## src/verilog/tdm_port_pkg.sv

```systemverilog
// Constants, register map and carrier types for the backplane frame port.
// Assumes a single 100 MHz system clock and a classic Wishbone master.
`default_nettype none

package tdm_port_pkg;

	// Clock rates and frame geometry
	localparam int CLK_FREQ_HZ = 100_000_000;
	localparam int DCL_FREQ_HZ = 512_000;
	localparam int FRAME_HZ = 8_000;
	localparam int DCL_PER_FRAME = DCL_FREQ_HZ / FRAME_HZ;
	localparam logic [6:0] DCL_HALF_CYC =
		7'(CLK_FREQ_HZ / (2 * DCL_FREQ_HZ));
	localparam logic [6:0] DIV_ZERO = 7'h00;
	localparam logic [5:0] HALF_FRAME = 6'(DCL_PER_FRAME / 2);
	localparam logic [5:0] FRAME_FIRST = 6'h00;
	localparam logic [5:0] CNT_STEP = 6'h01;
	localparam logic [5:0] FSD_DELAY = 6'h08;
	localparam logic [1:0] PA_BIT_LAST = 2'h3;
	localparam logic [1:0] PA_BIT_FIRST = 2'h0;

	// Octet contents
	localparam logic [7:0] IDLE_OCTET = 8'hFF;
	localparam int MON_STOPGO_POS = 4;

	// Register indexes; byte address is four times the index
	localparam logic [5:0] IDX_SPC = 6'h30;
	localparam logic [5:0] IDX_SIG = 6'h33;
	localparam logic [5:0] IDX_FC = 6'h34;
	localparam logic [5:0] IDX_CH1 = 6'h35;
	localparam logic [5:0] IDX_CH2 = 6'h36;
	localparam logic [5:0] IDX_STC = 6'h37;
	localparam logic [5:0] IDX_ADF = 6'h38;
	localparam logic [5:0] IDX_STAT = 6'h39;
	localparam logic [5:0] IDX_CAP1 = 6'h3A;
	localparam logic [5:0] IDX_CAP2 = 6'h3B;
	localparam logic [5:0] IDX_CMD = 6'h3C;
	localparam logic [5:0] IDX_IND = 6'h3D;
	localparam logic [5:0] IDX_CIRX = 6'h3E;

	// Connect codes of one B channel
	localparam logic [1:0] CONN_LINK_LOOP = 2'b00;
	localparam logic [1:0] CONN_LINK_BP = 2'b01;
	localparam logic [1:0] CONN_PORTA_BP = 2'b10;
	localparam logic [1:0] CONN_BP_LOOP = 2'b11;

	// Serial port control: bits 1:0 B1 connect, 3:2 B2 connect, 4 timing
	typedef struct packed {
		logic tmode;
		logic [1:0] conn2;
		logic [1:0] conn1;
	} spc_s;

	// Extra features: 0/1 strobe polarity, 2 wide port A, 3 terminal, 4 mode
	typedef struct packed {
		logic interface_mode_select;
		logic term;
		logic wide;
		logic pol_b;
		logic pol_a;
	} adf_s;

	// Sync transfer control: bit 0 enable, bit 1 mid-frame
	typedef struct packed {
		logic mid;
		logic en;
	} stc_s;

	localparam spc_s SPC_RST = '0;
	localparam adf_s ADF_RST = '0;
	localparam stc_s STC_RST = '0;

	// Status word bit positions
	localparam int STAT_BVALID = 0;
	localparam int STAT_STOPGO = 1;

	// Wishbone carriers
	typedef struct packed {
		logic cyc;
		logic stb;
		logic we;
		logic [7:0] adr;
		logic [3:0] sel;
		logic [31:0] dat;
	} wb_req_s;

	typedef struct packed {
		logic ack;
		logic [31:0] dat;
	} wb_rsp_s;

endpackage

`default_nettype wire

```

## src/verilog/tdm_frame_port.sv

```systemverilog
// Backplane frame port with ping-pong link, serial port A and B switch.
// Assumes pins are asynchronous to clk_in and a Wishbone classic master.
//
// The Wishbone register port was chosen for this implementation.
`default_nettype none

module tdm_frame_port (
	// Clock and reset
	input wire logic clk_in,
	input wire logic sys_rst_in,
	// Register bus
	input wire tdm_port_pkg::wb_req_s wb_req_in,
	output logic [32:0] wb_rsp_out,
	// Backplane clocks
	input wire logic bit_clock_in,
	output logic bit_clock_out,
	output logic bit_clock_oe_n_out,
	input wire logic frame_sync_a_in,
	output logic frame_sync_a_out,
	output logic frame_sync_a_oe_n_out,
	input wire logic frame_sync_b_in,
	output logic frame_sync_b_out,
	output logic frame_sync_b_oe_n_out,
	// Backplane data
	output logic downstream_data_line_out,
	input wire logic upstream_data_line_in,
	output logic upstream_data_line_out,
	output logic upstream_data_line_oe_n_out,
	// Ping-pong link
	input wire logic bidir_data_lead_in,
	output logic bidir_data_lead_out,
	output logic bidir_data_lead_oe_n_out,
	// Serial port A
	output logic port_a_tx_line_out,
	input wire logic port_a_rx_line_in,
	output logic port_a_clock_out,
	// Layer 1 status and sync transfer event
	input wire logic d_channel_stop_in,
	output logic sync_transfer_irq_out
);
	import tdm_port_pkg::*;

	typedef struct packed {
		logic [2:0] dcl_s, fsa_s, fsb_s, up_s, lead_s, parx_s, sg_s;
		logic [6:0] div;
		logic gen_dcl;
		logic fs_pend;
		logic fsa_pend;
		logic [5:0] cnt;
		logic [5:0] fsd_cnt;
		spc_s spc;
		adf_s adf;
		stc_s stc;
		logic bvalid;
		logic [7:0] ch1_tx, ch2_tx, fc_tx, sig_tx, cmd_tx, ind_tx;
		logic [7:0] cap1, cap2, lk1, lk2, fc_rx, sig_rx, pa1, pa2, ci_rx;
		logic [31:0] up_sh, lead_sh;
		logic [15:0] pa_sh;
		logic [31:0] down_fr, up_fr, link_fr;
		logic [15:0] pa_fr;
		logic down_o, up_o, up_oe_n, lead_o, lead_oe_n, pa_tx, pa_clk;
		logic dcl_oe_n, fsa_o, fsb_o, fs_oe_n, irq, fstart;
		wb_rsp_s rsp;
	} state_s;

	state_s st;
	state_s n;

	// Octet sent toward the backplane for one channel
	function automatic logic [7:0] to_backplane(input logic [1:0] conn,
		input logic [7:0] lk, input logic [7:0] pa, input logic [7:0] up);
		case (conn)
			CONN_LINK_LOOP: to_backplane = IDLE_OCTET;
			CONN_LINK_BP: to_backplane = lk;
			CONN_PORTA_BP: to_backplane = pa;
			default: to_backplane = up;
		endcase
	endfunction

	// Octet sent on the link for one channel
	function automatic logic [7:0] to_link(input logic [1:0] conn,
		input logic [7:0] cpu, input logic [7:0] up);
		to_link = (conn == CONN_LINK_BP) ? up : cpu;
	endfunction

	// Octet sent on port A for one channel
	function automatic logic [7:0] to_porta(input logic [1:0] conn,
		input logic [7:0] up);
		to_porta = (conn == CONN_PORTA_BP) ? up : IDLE_OCTET;
	endfunction

	// Octet that software reads from a channel register
	function automatic logic [7:0] chan_read(input logic [1:0] conn,
		input logic [7:0] lk, input logic [7:0] pa, input logic [7:0] up);
		case (conn)
			CONN_LINK_LOOP, CONN_LINK_BP: chan_read = lk;
			CONN_PORTA_BP: chan_read = pa;
			default: chan_read = up;
		endcase
	endfunction

	logic rise_evt;
	logic fall_evt;
	logic fs_rise;
	logic fsa_rise;
	logic restart;
	logic newframe;
	logic link_tx_half;
	logic [5:0] c;
	logic [5:0] fsd_off;
	logic [1:0] conn2_eff;
	logic [5:0] idx;
	logic [7:0] mon_down;

	always_comb begin
		n = st;
		rise_evt = 1'b0;
		fall_evt = 1'b0;
		fs_rise = 1'b0;
		fsa_rise = 1'b0;
		restart = 1'b0;
		newframe = 1'b0;
		link_tx_half = 1'b0;
		c = st.cnt;
		fsd_off = 6'h00;
		conn2_eff = st.spc.conn2;
		idx = st.rsp.dat[5:0];
		mon_down = IDLE_OCTET;
		if (sys_rst_in) begin
			n = '0;
			n.spc = SPC_RST;
			n.adf = ADF_RST;
			n.stc = STC_RST;
			n.cmd_tx = IDLE_OCTET;
			n.ind_tx = IDLE_OCTET;
			n.up_oe_n = 1'b1;
			n.lead_oe_n = 1'b1;
			n.pa_tx = 1'b1;
			n.dcl_oe_n = 1'b1;
			n.fs_oe_n = 1'b1;
		end else begin
			// Pins pass two flops; the third stage only feeds edge detection
			n.dcl_s = {st.dcl_s[1:0], bit_clock_in};
			n.fsa_s = {st.fsa_s[1:0], frame_sync_a_in};
			n.fsb_s = {st.fsb_s[1:0], frame_sync_b_in};
			n.up_s = {st.up_s[1:0], upstream_data_line_in};
			n.lead_s = {st.lead_s[1:0], bidir_data_lead_in};
			n.parx_s = {st.parx_s[1:0], port_a_rx_line_in};
			n.sg_s = {st.sg_s[1:0], d_channel_stop_in};
			fsa_rise = st.fsa_s[1] & ~st.fsa_s[2];
			fs_rise = st.spc.tmode ? (st.fsb_s[1] & ~st.fsb_s[2]) : fsa_rise;
			// Terminal mode makes its own bit clock; the rate is truncated
			if (st.adf.term) begin
				if (st.div == DIV_ZERO) begin
					n.div = DCL_HALF_CYC - 7'h01;
					n.gen_dcl = ~st.gen_dcl;
					rise_evt = ~st.gen_dcl;
					fall_evt = st.gen_dcl;
				end else begin
					n.div = st.div - 7'h01;
				end
			end else begin
				n.gen_dcl = 1'b0;
				rise_evt = st.dcl_s[1] & ~st.dcl_s[2];
				fall_evt = ~st.dcl_s[1] & st.dcl_s[2];
				restart = fs_rise | st.fs_pend;
			end
			n.dcl_oe_n = ~st.adf.term;
			n.fs_oe_n = ~st.adf.term;
			if (fs_rise && !rise_evt) begin
				n.fs_pend = 1'b1;
			end
			// A sync edge rarely meets a bit clock edge; hold it until one
			if (fsa_rise && !rise_evt) begin
				n.fsa_pend = 1'b1;
			end
			// Counter of bit clock cycles in the frame, two per bit
			if (rise_evt) begin
				if (restart) begin
					n.cnt = FRAME_FIRST;
					n.fs_pend = 1'b0;
				end else begin
					n.cnt = st.cnt + CNT_STEP;
				end
				if (fsa_rise || st.fsa_pend) begin
					n.fsd_cnt = FRAME_FIRST;
					n.fsa_pend = 1'b0;
				end else begin
					n.fsd_cnt = st.fsd_cnt + CNT_STEP;
				end
			end
			c = n.cnt;
			newframe = rise_evt && (c == FRAME_FIRST);
			n.fstart = newframe;
			conn2_eff = st.adf.wide ? st.spc.conn1 : st.spc.conn2;
			// Frame boundary: take last frame's octets, build the next frame
			if (newframe) begin
				n.cap1 = st.up_sh[31:24];
				n.cap2 = st.up_sh[23:16];
				n.ci_rx = st.up_sh[7:0];
				n.lk1 = st.lead_sh[31:24];
				n.lk2 = st.lead_sh[23:16];
				n.fc_rx = st.lead_sh[15:8];
				n.sig_rx = st.lead_sh[7:0];
				n.pa1 = st.pa_sh[15:8];
				n.pa2 = st.pa_sh[7:0];
				mon_down[MON_STOPGO_POS] = st.sg_s[1];
				n.down_fr = {to_backplane(st.spc.conn1, n.lk1, n.pa1, n.cap1),
					to_backplane(conn2_eff, n.lk2, n.pa2, n.cap2),
					mon_down, st.ind_tx};
				n.up_fr = {IDLE_OCTET, IDLE_OCTET, IDLE_OCTET,
					st.cmd_tx};
				n.link_fr = {to_link(st.spc.conn1, st.ch1_tx, n.cap1),
					to_link(conn2_eff, st.ch2_tx, n.cap2),
					st.fc_tx, st.sig_tx};
				n.pa_fr = {to_porta(st.spc.conn1, n.cap1),
					to_porta(conn2_eff, n.cap2)};
			end
			// Drive points on the bit clock rise
			if (rise_evt) begin
				if (!c[0]) begin
					n.down_o = n.down_fr[5'd31 - c[5:1]];
					n.up_oe_n = n.up_fr[5'd31 - c[5:1]];
				end
				link_tx_half = (c < HALF_FRAME) ^ st.spc.tmode;
				if (link_tx_half && !st.adf.interface_mode_select) begin
					n.lead_o = n.link_fr[5'd31 - c[4:0]];
					n.lead_oe_n = 1'b0;
				end else begin
					n.lead_oe_n = 1'b1;
				end
				if (c[1:0] == PA_BIT_FIRST) begin
					n.pa_tx = n.pa_fr[4'd15 - c[5:2]];
				end
				// Strobes are high over B1 and B2, the first half frame; setting a polarity bit inverts one
				n.fsa_o = (c < HALF_FRAME) ^ st.adf.pol_a;
				n.fsb_o = (c < HALF_FRAME) ^ st.adf.pol_b;
			end
			if (st.spc.tmode || st.adf.interface_mode_select) begin
				n.pa_tx = 1'b1;
			end
			// Port A clock pin carries the delayed frame in timing mode 1
			fsd_off = st.fsd_cnt - FSD_DELAY;
			n.pa_clk = st.spc.tmode ? ~fsd_off[5] : ~st.cnt[1];
			// Sample points on the bit clock fall, in the last bit clock cycle of each bit
			if (fall_evt) begin
				if (st.cnt[0]) begin
					n.up_sh = {st.up_sh[30:0], st.up_s[1]};
				end
				if (!((st.cnt < HALF_FRAME) ^ st.spc.tmode)) begin
					n.lead_sh = {st.lead_sh[30:0], st.lead_s[1]};
				end
				if (st.cnt[1:0] == PA_BIT_LAST && !st.spc.tmode) begin
					n.pa_sh = {st.pa_sh[14:0], st.parx_s[1]};
				end
			end
			// Bus slave: one-cycle ack, unmapped reads give zero
			n.rsp.ack = 1'b0;
			n.irq = 1'b0;
			if (wb_req_in.cyc && wb_req_in.stb && !st.rsp.ack) begin
				n.rsp.ack = 1'b1;
				n.rsp.dat = '0;
				idx = wb_req_in.adr[7:2];
				if (wb_req_in.we && wb_req_in.sel[0]) begin
					if (idx == IDX_SPC) begin
						n.spc = spc_s'(wb_req_in.dat[4:0]);
					end else if (idx == IDX_SIG) begin
						n.sig_tx = wb_req_in.dat[7:0];
					end else if (idx == IDX_FC) begin
						n.fc_tx = wb_req_in.dat[7:0];
					end else if (idx == IDX_CH1) begin
						n.ch1_tx = wb_req_in.dat[7:0];
					end else if (idx == IDX_CH2) begin
						n.ch2_tx = wb_req_in.dat[7:0];
					end else if (idx == IDX_STC) begin
						n.stc = stc_s'(wb_req_in.dat[1:0]);
					end else if (idx == IDX_ADF) begin
						n.adf = adf_s'(wb_req_in.dat[4:0]);
					end else if (idx == IDX_CMD) begin
						n.cmd_tx = wb_req_in.dat[7:0];
					end else if (idx == IDX_IND) begin
						n.ind_tx = wb_req_in.dat[7:0];
					end
				end else if (!wb_req_in.we) begin
					if (idx == IDX_SPC) begin
						n.rsp.dat[4:0] = st.spc;
					end else if (idx == IDX_SIG) begin
						n.rsp.dat[7:0] = st.sig_rx;
					end else if (idx == IDX_FC) begin
						n.rsp.dat[7:0] = st.fc_rx;
					end else if (idx == IDX_CH1) begin
						n.rsp.dat[7:0] = chan_read(st.spc.conn1, st.lk1,
							st.pa1, st.cap1);
					end else if (idx == IDX_CH2) begin
						n.rsp.dat[7:0] = chan_read(conn2_eff, st.lk2,
							st.pa2, st.cap2);
					end else if (idx == IDX_STC) begin
						n.rsp.dat[1:0] = st.stc;
					end else if (idx == IDX_ADF) begin
						n.rsp.dat[4:0] = st.adf;
					end else if (idx == IDX_STAT) begin
						n.rsp.dat[STAT_BVALID] = st.bvalid;
						n.rsp.dat[STAT_STOPGO] = st.sg_s[1];
						n.bvalid = 1'b0;
					end else if (idx == IDX_CAP1) begin
						n.rsp.dat[7:0] = st.cap1;
					end else if (idx == IDX_CAP2) begin
						n.rsp.dat[7:0] = st.cap2;
					end else if (idx == IDX_CMD) begin
						n.rsp.dat[7:0] = st.cmd_tx;
					end else if (idx == IDX_IND) begin
						n.rsp.dat[7:0] = st.ind_tx;
					end else if (idx == IDX_CIRX) begin
						n.rsp.dat[7:0] = st.ci_rx;
					end
				end
			end
			// Sync transfer point; set wins over the status read clear
			if (rise_evt && st.stc.en &&
				c == (st.stc.mid ? HALF_FRAME : FRAME_FIRST)) begin
				n.irq = 1'b1;
				n.bvalid = 1'b1;
			end
		end
	end

	always_ff @(posedge clk_in) begin
		st <= n;
	end

	assign wb_rsp_out = st.rsp;
	assign bit_clock_out = st.gen_dcl;
	assign bit_clock_oe_n_out = st.dcl_oe_n;
	assign frame_sync_a_out = st.fsa_o;
	assign frame_sync_a_oe_n_out = st.fs_oe_n;
	assign frame_sync_b_out = st.fsb_o;
	assign frame_sync_b_oe_n_out = st.fs_oe_n;
	assign downstream_data_line_out = st.down_o;
	assign upstream_data_line_out = st.up_o;
	assign upstream_data_line_oe_n_out = st.up_oe_n;
	assign bidir_data_lead_out = st.lead_o;
	assign bidir_data_lead_oe_n_out = st.lead_oe_n;
	assign port_a_tx_line_out = st.pa_tx;
	assign port_a_clock_out = st.pa_clk;
	assign sync_transfer_irq_out = st.irq;
endmodule // tdm_frame_port

`default_nettype wire

```

## config.mk

```make
export PLATFORM = sky130hd
export DESIGN_NAME = tdm_frame_port
export DESIGN_NICKNAME = d
export VERILOG_FILES = /design/src/verilog/tdm_port_pkg.sv /design/src/verilog/tdm_frame_port.sv
export SDC_FILE = /design/constraint.sdc
export NUM_CORES = 1
export LEC_CHECK = 0
export ABC_AREA = 1
export CORE_ASPECT_RATIO = 0.75
export CORE_MARGIN = 8
export CORE_UTILIZATION = 43
export DETAILED_ROUTE_END_ITERATION = 10
export DONT_BUFFER_PORTS = 1
export MAX_ROUTING_LAYER = met4
export SETUP_SLACK_MARGIN = 0.02
export SYNTH_ARGS = -nofsm -noshare
export SYNTH_HDL_FRONTEND = slang
export SYNTH_SLANG_ARGS = --single-unit
```

## constraint.sdc

```tcl
create_clock -name clk_in -period 4.9 [get_ports clk_in]
set_input_delay 0.98 -clock clk_in [delete_from_list [all_inputs] [get_ports clk_in]]
set_output_delay 0.98 -clock clk_in [all_outputs]
set_load 0.05 [all_outputs]
```

==> results.cfg, run 1 <==
[run_status]
status = finished clean

[route]
ant_nets = 0
post_drt_wl_per_cell_um = 18.5
totalWireLength_mm = 50.9
vias = 15000
first_pass_iters = 5
avgViaCountPerCell = 5.45
drc_errors = 0
drt_iter0_markers = 1621

[place]
pre_cts_ws_ns = 1.02
port_buffers = 0
routabilityCongestion = 0.923
dp_cells = 2681
dp.final_hpwl_mm = 33.4

[layout]
final_util_pct = 47.1
fillers = 3887
drive_gt1_share_pct = 5.22
layout.cells.non_filler = 2754
largest_reg_flops = 363
synthToLayoutAreaGrowth_pct = 8.52
diodes = 0
nets = 2271
largest_register = st

[clocking]
cts_buffer_depth = 3
cts_tree = done
cts.repair.resized = 0
post_cts_buffers = 0
h-tree-depth = 2
cts_buffers = 40
clk_latency_ns = 0.55
clk_pin_slew_worst_paths_ns = 0.06
cts-root-buf = clkbuf_16
cts_num_sinks = 383
ctsHoldBuffers = 0

[sta]
worst_slew_pin_slew_ns = 1.13
layout_setup_ws_ns = 0.921
relSlewSlack_pct = 24.4
slew_violations = 0
tns_ns = 0
final-setup-viol-count = 0
finalClockSkew_ns = 0.0207
rsz0062_at_grt = false
fmax_mhz = 251
hold_violations = 0
hold_ws_ns = 0.400
fin_crit_sh_pct = 81.2
period_needed_ns = 3.98

[worst_setup_path]
cp.arrival_ns = 4.46
r2r_slack_ns = 0.92
slowest_stage = buf_4
cpPeakStageDelay_ns = 0.80
crit_type = flop to flop
reg2reg_to = downstream_data_line_out$_SDFFE_PP0P_
path_delay_family = simple AND/OR/NAND/NOR gates
critical_path.max_fanout = 109
required_ns = 5.38
cp_cell_sequence = inv_2 -> nand3_1 -> nand2_2 -> nand2_1 -> nand2_2 -> nor2_4 -> buf_4 -> nand3_4 -> buf_4 -> nand2_1 -> o211ai_1 -> nand3_1 -> nand3_1 -> nand3_1 -> nand2_1 -> nand2_1 -> nand3_1 -> nand2_1 -> inv_1
cp-end-kind = flop
r2r_cells = 19
regToRegStartpoint = st[364]$_SDFFE_PP0P_
cp_num_buf_inv = 4
start_kind = flop

[die]
start_util_pct = 43.4
std_cell_rows = 62
die_h_um = 186
dieWidth_um = 243
core_sq_um = 38200
ios = 103
die_area_sq_um = 45100

[hold_path]
min_to = st[394]$_SDFF_PP0_
worstHoldPathCells = 2
hp-class = flop to flop
min_from = st[393]$_SDFF_PP0_

[pwr]
switching_share_pct = 24.1
power_leakage_uw = 0.00707
pwr-share-clk_pct = 46.0
seq_power_share_pct = 47.6
powerDensity_nw_per_um2 = 378
comb_power_share_pct = 6.4
intPower_uw = 5160
power.switching_uw = 1640
irDropWorstVdd_mv = 0.292

[run]
cap_viol_max_count = 0

[logic_synthesis]
synth-edff-count = 0
synth_area_per_cell_sq_um = 7.22
synth_top_area_share_pct = 46.3
ys_ff_latch = 383
yosys-top-cells-area = dfxtp_1 46%, nand2_1 8.3%, o21ai_0 7.8%, a21oi_1 6.9%, nor2_1 6.3%
yosysWarnings = 0
synth_top_area_cell = dfxtp_1
yosysSeqAreaShare_pct = 46.3
netlist_top_cells_count = 383 x dfxtp_1, 365 x nand2_1, 280 x nor2_1, 259 x o21ai_0, 238 x inv_1
synth_area_sq_um = 16600
synth.most_common_cell = dfxtp_1
yosysUniqueCellTypes = 44
synthCells = 2294
async_reset_ff_share_pct = 0
synth_ff_type = dfxtp_1

[global_route]
grt_overflow = 0
grt_max_degree = 206
grt_pass1_wl_mm = 78.4
antenna_found_initial = 0
grt_pass1_vias = 13400
globalRouteTotalUtil_pct = 22.4
==> worst max path at each step <==
stage | startpoint | endpoint | depth (start not counted)
3_3_place_gp | st[364]$_SDFFE_PP0P_ | downstream_data_line_out$_SDFFE_PP0P_ | 20
4_1_cts | st[364]$_SDFFE_PP0P_ | downstream_data_line_out$_SDFFE_PP0P_ | 19
2_1_floorplan | wb_req_in[38] | st[352]$_SDFFE_PP0P_ | 9
3_5_place_dp | st[364]$_SDFFE_PP0P_ | downstream_data_line_out$_SDFFE_PP0P_ | 19
6_report | st[364]$_SDFFE_PP0P_ | downstream_data_line_out$_SDFFE_PP0P_ | 19
5_1_grt | st[364]$_SDFFE_PP0P_ | bidir_data_lead_out$_SDFFE_PP0P_ | 17
==> final cells by class <==
class                   instances  area, sq um  area share [%]
clock buffers                  57         1190            6.60
inverters                     250          941            5.23
repair buffers                 23          210            1.17
multi-input cells            1513         7170            39.9
well taps                     512          641            3.56
flip-flops and latches        383         7670            42.6
clock inverters                16          165           0.919
==> routing by layer <==
metal | track usage (%) | vias up | share of wire, %
li1 | - | 7328 | -
met1 | 33.0 | 7089 | 50
met2 | 31.5 | 528 | 40
met3 | 3.86 | 67 | 8.1
met4 | 5.27 | 0 | 1.8
met5 | - | - | 0
==> stage by stage <==
step	instance area, sq um	total power (uW)
floorplan	16700	3670
finish	18000	6800
detailed placement	16600	3730
CTS	18000	6840
global placement	16600	3720
global route	18000	7040
==> tightest hold or removal path, delay by kind of cell (launching register included) <==
family        cells  cell delay [ns]
buf+inv           1             0.04
flops             1             0.29
simple gates      1             0.03
==> power groups by stage <==
| stage | Combinational [uW] | Clock (uW) | Sequential (uW) |
|---|---|---|---|
| after global routing | 480 | 3320 | 3240 |
| after CTS | 424 | 3180 | 3240 |
| after floorplan | 376 | 0 | 3290 |
| after global placement | 414 | 0 | 3310 |
| final | 432 | 3130 | 3240 |
| after detailed placement | 422 | 0 | 3310 |
==> cell families after synthesis <==
| group | count (synthesis) | share of synthesized area [%] |
|---|---|---|
| and+or+nand+nor | 864 | 21.7 |
| AOI/OAI and AO/OA | 608 | 20.1 |
| buffers and inverters | 422 | 11.0 |
| DFF | 383 | 46.3 |
| xor gates and xnor gates | 12 | 0.634 |
| adders and majority gates | 4 | 0.302 |
| other | 1 | 0.0226 |
==> placed cells by master, fill, tap and decap left out, types with 2 or more instances in the layout <==
cell type,netlist,layout
o22ai_1,14,14
nand3_1,179,179
o21ai_1,19,19
o211ai_1,34,34
nor2_2,3,3
conb_1,1,25
o21a_1,3,3
inv_2,5,5
nand2_2,5,5
a21oi_1,227,227
ha_1,4,4
nor2_4,3,3
clkbuf_16,0,41
o2111ai_1,5,5
or2_2,3,3
a221oi_1,7,7
buf_12,0,3
nor3_1,6,6
clkbuf_1,90,6
o221ai_1,11,11
nor2_1,280,280
clkbuf_8,0,10
nand4_1,16,16
o21ai_0,259,259
buf_4,38,20
xor2_1,8,8
o21bai_1,2,2
dfxtp_1,383,382
a211oi_1,18,18
inv_6,0,2
nand2_1,365,365
clkinv_1,7,6
clkinv_2,0,10
o31ai_1,2,2
inv_1,238,238
xnor2_1,4,4
bufinv_16,0,3
nand3_2,3,3
(Power assumes the default switching activity.)
==> run 2: changes to the inputs <==
Settings changed: ABC_AREA 1 to 0.
Clock period 4.9 ns to 3.9 ns, I/O delays scaled along.
==> results.cfg, run 2 <==
[die]
ios = 103
core_sq_um = 38000
start_util_pct = 43.4
dieWidth_um = 242
die_h_um = 186
std_cell_rows = 62
die_area_sq_um = 44900

[logic_synthesis]
synth-edff-count = 0
synth_ff_type = dfxtp_1
synth_top_area_share_pct = 46.5
synthCells = 2022
synth_area_sq_um = 16500
synth.most_common_cell = nand2_1
ys_ff_latch = 383
synth_area_per_cell_sq_um = 8.15
async_reset_ff_share_pct = 0
yosysUniqueCellTypes = 75
synth_top_area_cell = dfxtp_1
yosys-top-cells-area = dfxtp_1 47%, nand2_1 10%, mux2i_1 8.9%, a21oi_1 6.7%, nor2_1 5.8%
netlist_top_cells_count = 448 x nand2_1, 383 x dfxtp_1, 253 x nor2_1, 220 x a21oi_1, 146 x mux2i_1
yosysSeqAreaShare_pct = 46.5
yosysWarnings = 0

[layout]
final_common_cell = nand2_1
diodes = 0
layout_common_cells = 447 x nand2_1, 383 x dfxtp_1, 253 x nor2_1
drive_gt1_share_pct = 7.70
synthToLayoutAreaGrowth_pct = 9.67
nets = 2023
fillers = 3728
largest_reg_flops = 363
final_util_pct = 47.6
finalInstanceArea_sq_um = 18100
largest_register = st

[worst_setup_path]
slowest_stage = or4_1
r2r_cells = 12
path_common_cell = a31oi_1
critical_path.max_fanout = 10
path_delay_family = compound AO/OA/AOI/OAI gates
cp_num_buf_inv = 2
cp-end-kind = flop
reg2reg_to = port_a_tx_line_out$_SDFFE_PP1P_
required_ns = 4.31
cp.arrival_ns = 4.09
start_kind = flop
regToRegStartpoint = st[386]$_SDFFE_PP0P_
cp_cell_sequence = inv_1 -> ha_1 -> nor3b_4 -> a31oi_1 -> o311a_1 -> or2_0 -> buf_4 -> o41ai_2 -> o211ai_1 -> a221oi_1 -> a31oi_1 -> or4_1
crit_type = flop to flop
r2r_slack_ns = 0.22
cpPeakStageDelay_ns = 0.42

[sta]
fmax_mhz = 272
hold_violations = 0
worst_slew_pin_slew_ns = 1.19
period_needed_ns = 3.68
finalClockSkew_ns = 0.0256
slew_violations = 0
tns_ns = 0
layout_setup_ws_ns = 0.223
final-setup-viol-count = 0
fin_crit_sh_pct = 94.3
relSlewSlack_pct = 20.5
rsz0062_at_grt = false

[clocking]
cts_buffers = 38
cts-root-buf = clkbuf_16
ctsHoldBuffers = 0
h-tree-depth = 2
cts.repair.resized = 0
cts_buffer_depth = 3
post_cts_buffers = 0
cts_tree = done
clk_pin_slew_worst_paths_ns = 0.06
cts_num_sinks = 383
clk_latency_ns = 0.54

[hold_path]
hp-class = input port to flop
worstHoldPathCells = 1
min_to = st[159]$_SDFFE_PP0P_
min_from = sys_rst_in

[global_route]
grt_max_degree = 355
grt_pass1_vias = 13000
globalRouteTotalUtil_pct = 22.0
antenna_found_initial = 0
grt_pass1_wl_mm = 77.0
grt_overflow = 0

[pwr]
p_total_uw = 7870
irDropWorstVdd_mv = 0.240
seq_power_share_pct = 50.8
pwr-share-clk_pct = 45.8
comb_power_share_pct = 3.4
switching_share_pct = 22.9
power_leakage_uw = 0.00662
power.switching_uw = 1800
intPower_uw = 6070
powerDensity_nw_per_um2 = 435

[route]
post_drt_wl_per_cell_um = 19.8
first_pass_iters = 6
totalWireLength_mm = 49.5
drt_iter0_markers = 1696
avgViaCountPerCell = 5.62
drc_errors = 0
ant_nets = 0
vias = 14000

[run]
cap_viol_max_count = 0

[place]
port_buffers = 0
placed_area_sq_um = 16900
routabilityCongestion = 0.912
pre_cts_ws_ns = 0.271
dp.final_hpwl_mm = 33.4

[run_status]
status = finished clean
-- run 2: power groups by stage --
stage	clock, uW	combinational [uW]	sequential, uW
finish	3610	264	4000
global route	3830	287	4000
CTS	3660	261	4000
detailed placement	0	260	4080
global placement	0	257	4080
floorplan	0	282	4070
-- run 2: worst register-to-register path, cell delays in order (launching register included) --
cell,delay [ns]
dfxtp_1,0.33
inv_1,0.08
ha_1,0.19
nor3b_4,0.32
a31oi_1,0.23
o311a_1,0.40
or2_0,0.35
buf_4,0.24
o41ai_2,0.34
o211ai_1,0.15
a221oi_1,0.34
a31oi_1,0.16
or4_1,0.42
-- run 2: cell type report --
type                    count  area [sq um]  share of cell area, %
inverters                   9          33.8                  0.187
clock inverters            14           114                  0.630
multi-input cells        1469          8030                   44.4
repair buffers             62           503                   2.78
clock buffers              51          1090                   6.04
flip-flops and latches    383          7670                   42.4
well taps                 512           641                   3.54
-- run 2: per-stage QoR --
| stage | hold slack, ns | std cells |
|---|---|---|
| final | 0.318 | 2500 |
| after global routing | 0.300 | 2500 |
| after CTS | 0.318 | 2500 |
| after detailed placement | 0.436 | 2435 |
| after global placement | 0.432 | 2435 |
| after floorplan | 0.414 | 2046 |
-- run 2: worst max-delay path by stage --
stage                                                 end                       start  depth (start not counted)  slack [ns]
finish                    port_a_tx_line_out$_SDFFE_PP1P_        st[386]$_SDFFE_PP0P_                         12        0.22
global route             bidir_data_lead_out$_SDFFE_PP0P_        st[386]$_SDFFE_PP0P_                         13        0.04
CTS                       port_a_tx_line_out$_SDFFE_PP1P_        st[386]$_SDFFE_PP0P_                         12        0.26
detailed placement        port_a_tx_line_out$_SDFFE_PP1P_        st[386]$_SDFFE_PP0P_                         12        0.27
global placement          port_a_tx_line_out$_SDFFE_PP1P_        st[386]$_SDFFE_PP0P_                         12        0.36
floorplan           downstream_data_line_out$_SDFFE_PP0P_  bit_clock_out$_SDFFE_PP0N_                         11        0.61
-- run 2: per-layer routing --
| layer | GRT usage (%) | wire length [um] | part of all wire (%) |
|---|---|---|---|
| met4 | 4.50 | 826 | 1.7 |
| met5 | - | 0 | 0 |
| met2 | 30.7 | 20200 | 41 |
| met3 | 6.01 | 4960 | 10 |
| met1 | 31.6 | 23500 | 47 |
-- run 2: kinds of logic after synthesis --
kind of cell             share of synthesized area, %
other                                          0.0227
adder cells (fa/ha/maj)                         0.304
XOR/XNOR                                        0.691
flip-flops                                       46.5
AO/OA/AOI/OAI                                    14.9
AND/OR/NAND/NOR                                  22.4
buffers and inverters                            5.53
multiplexers                                     9.69
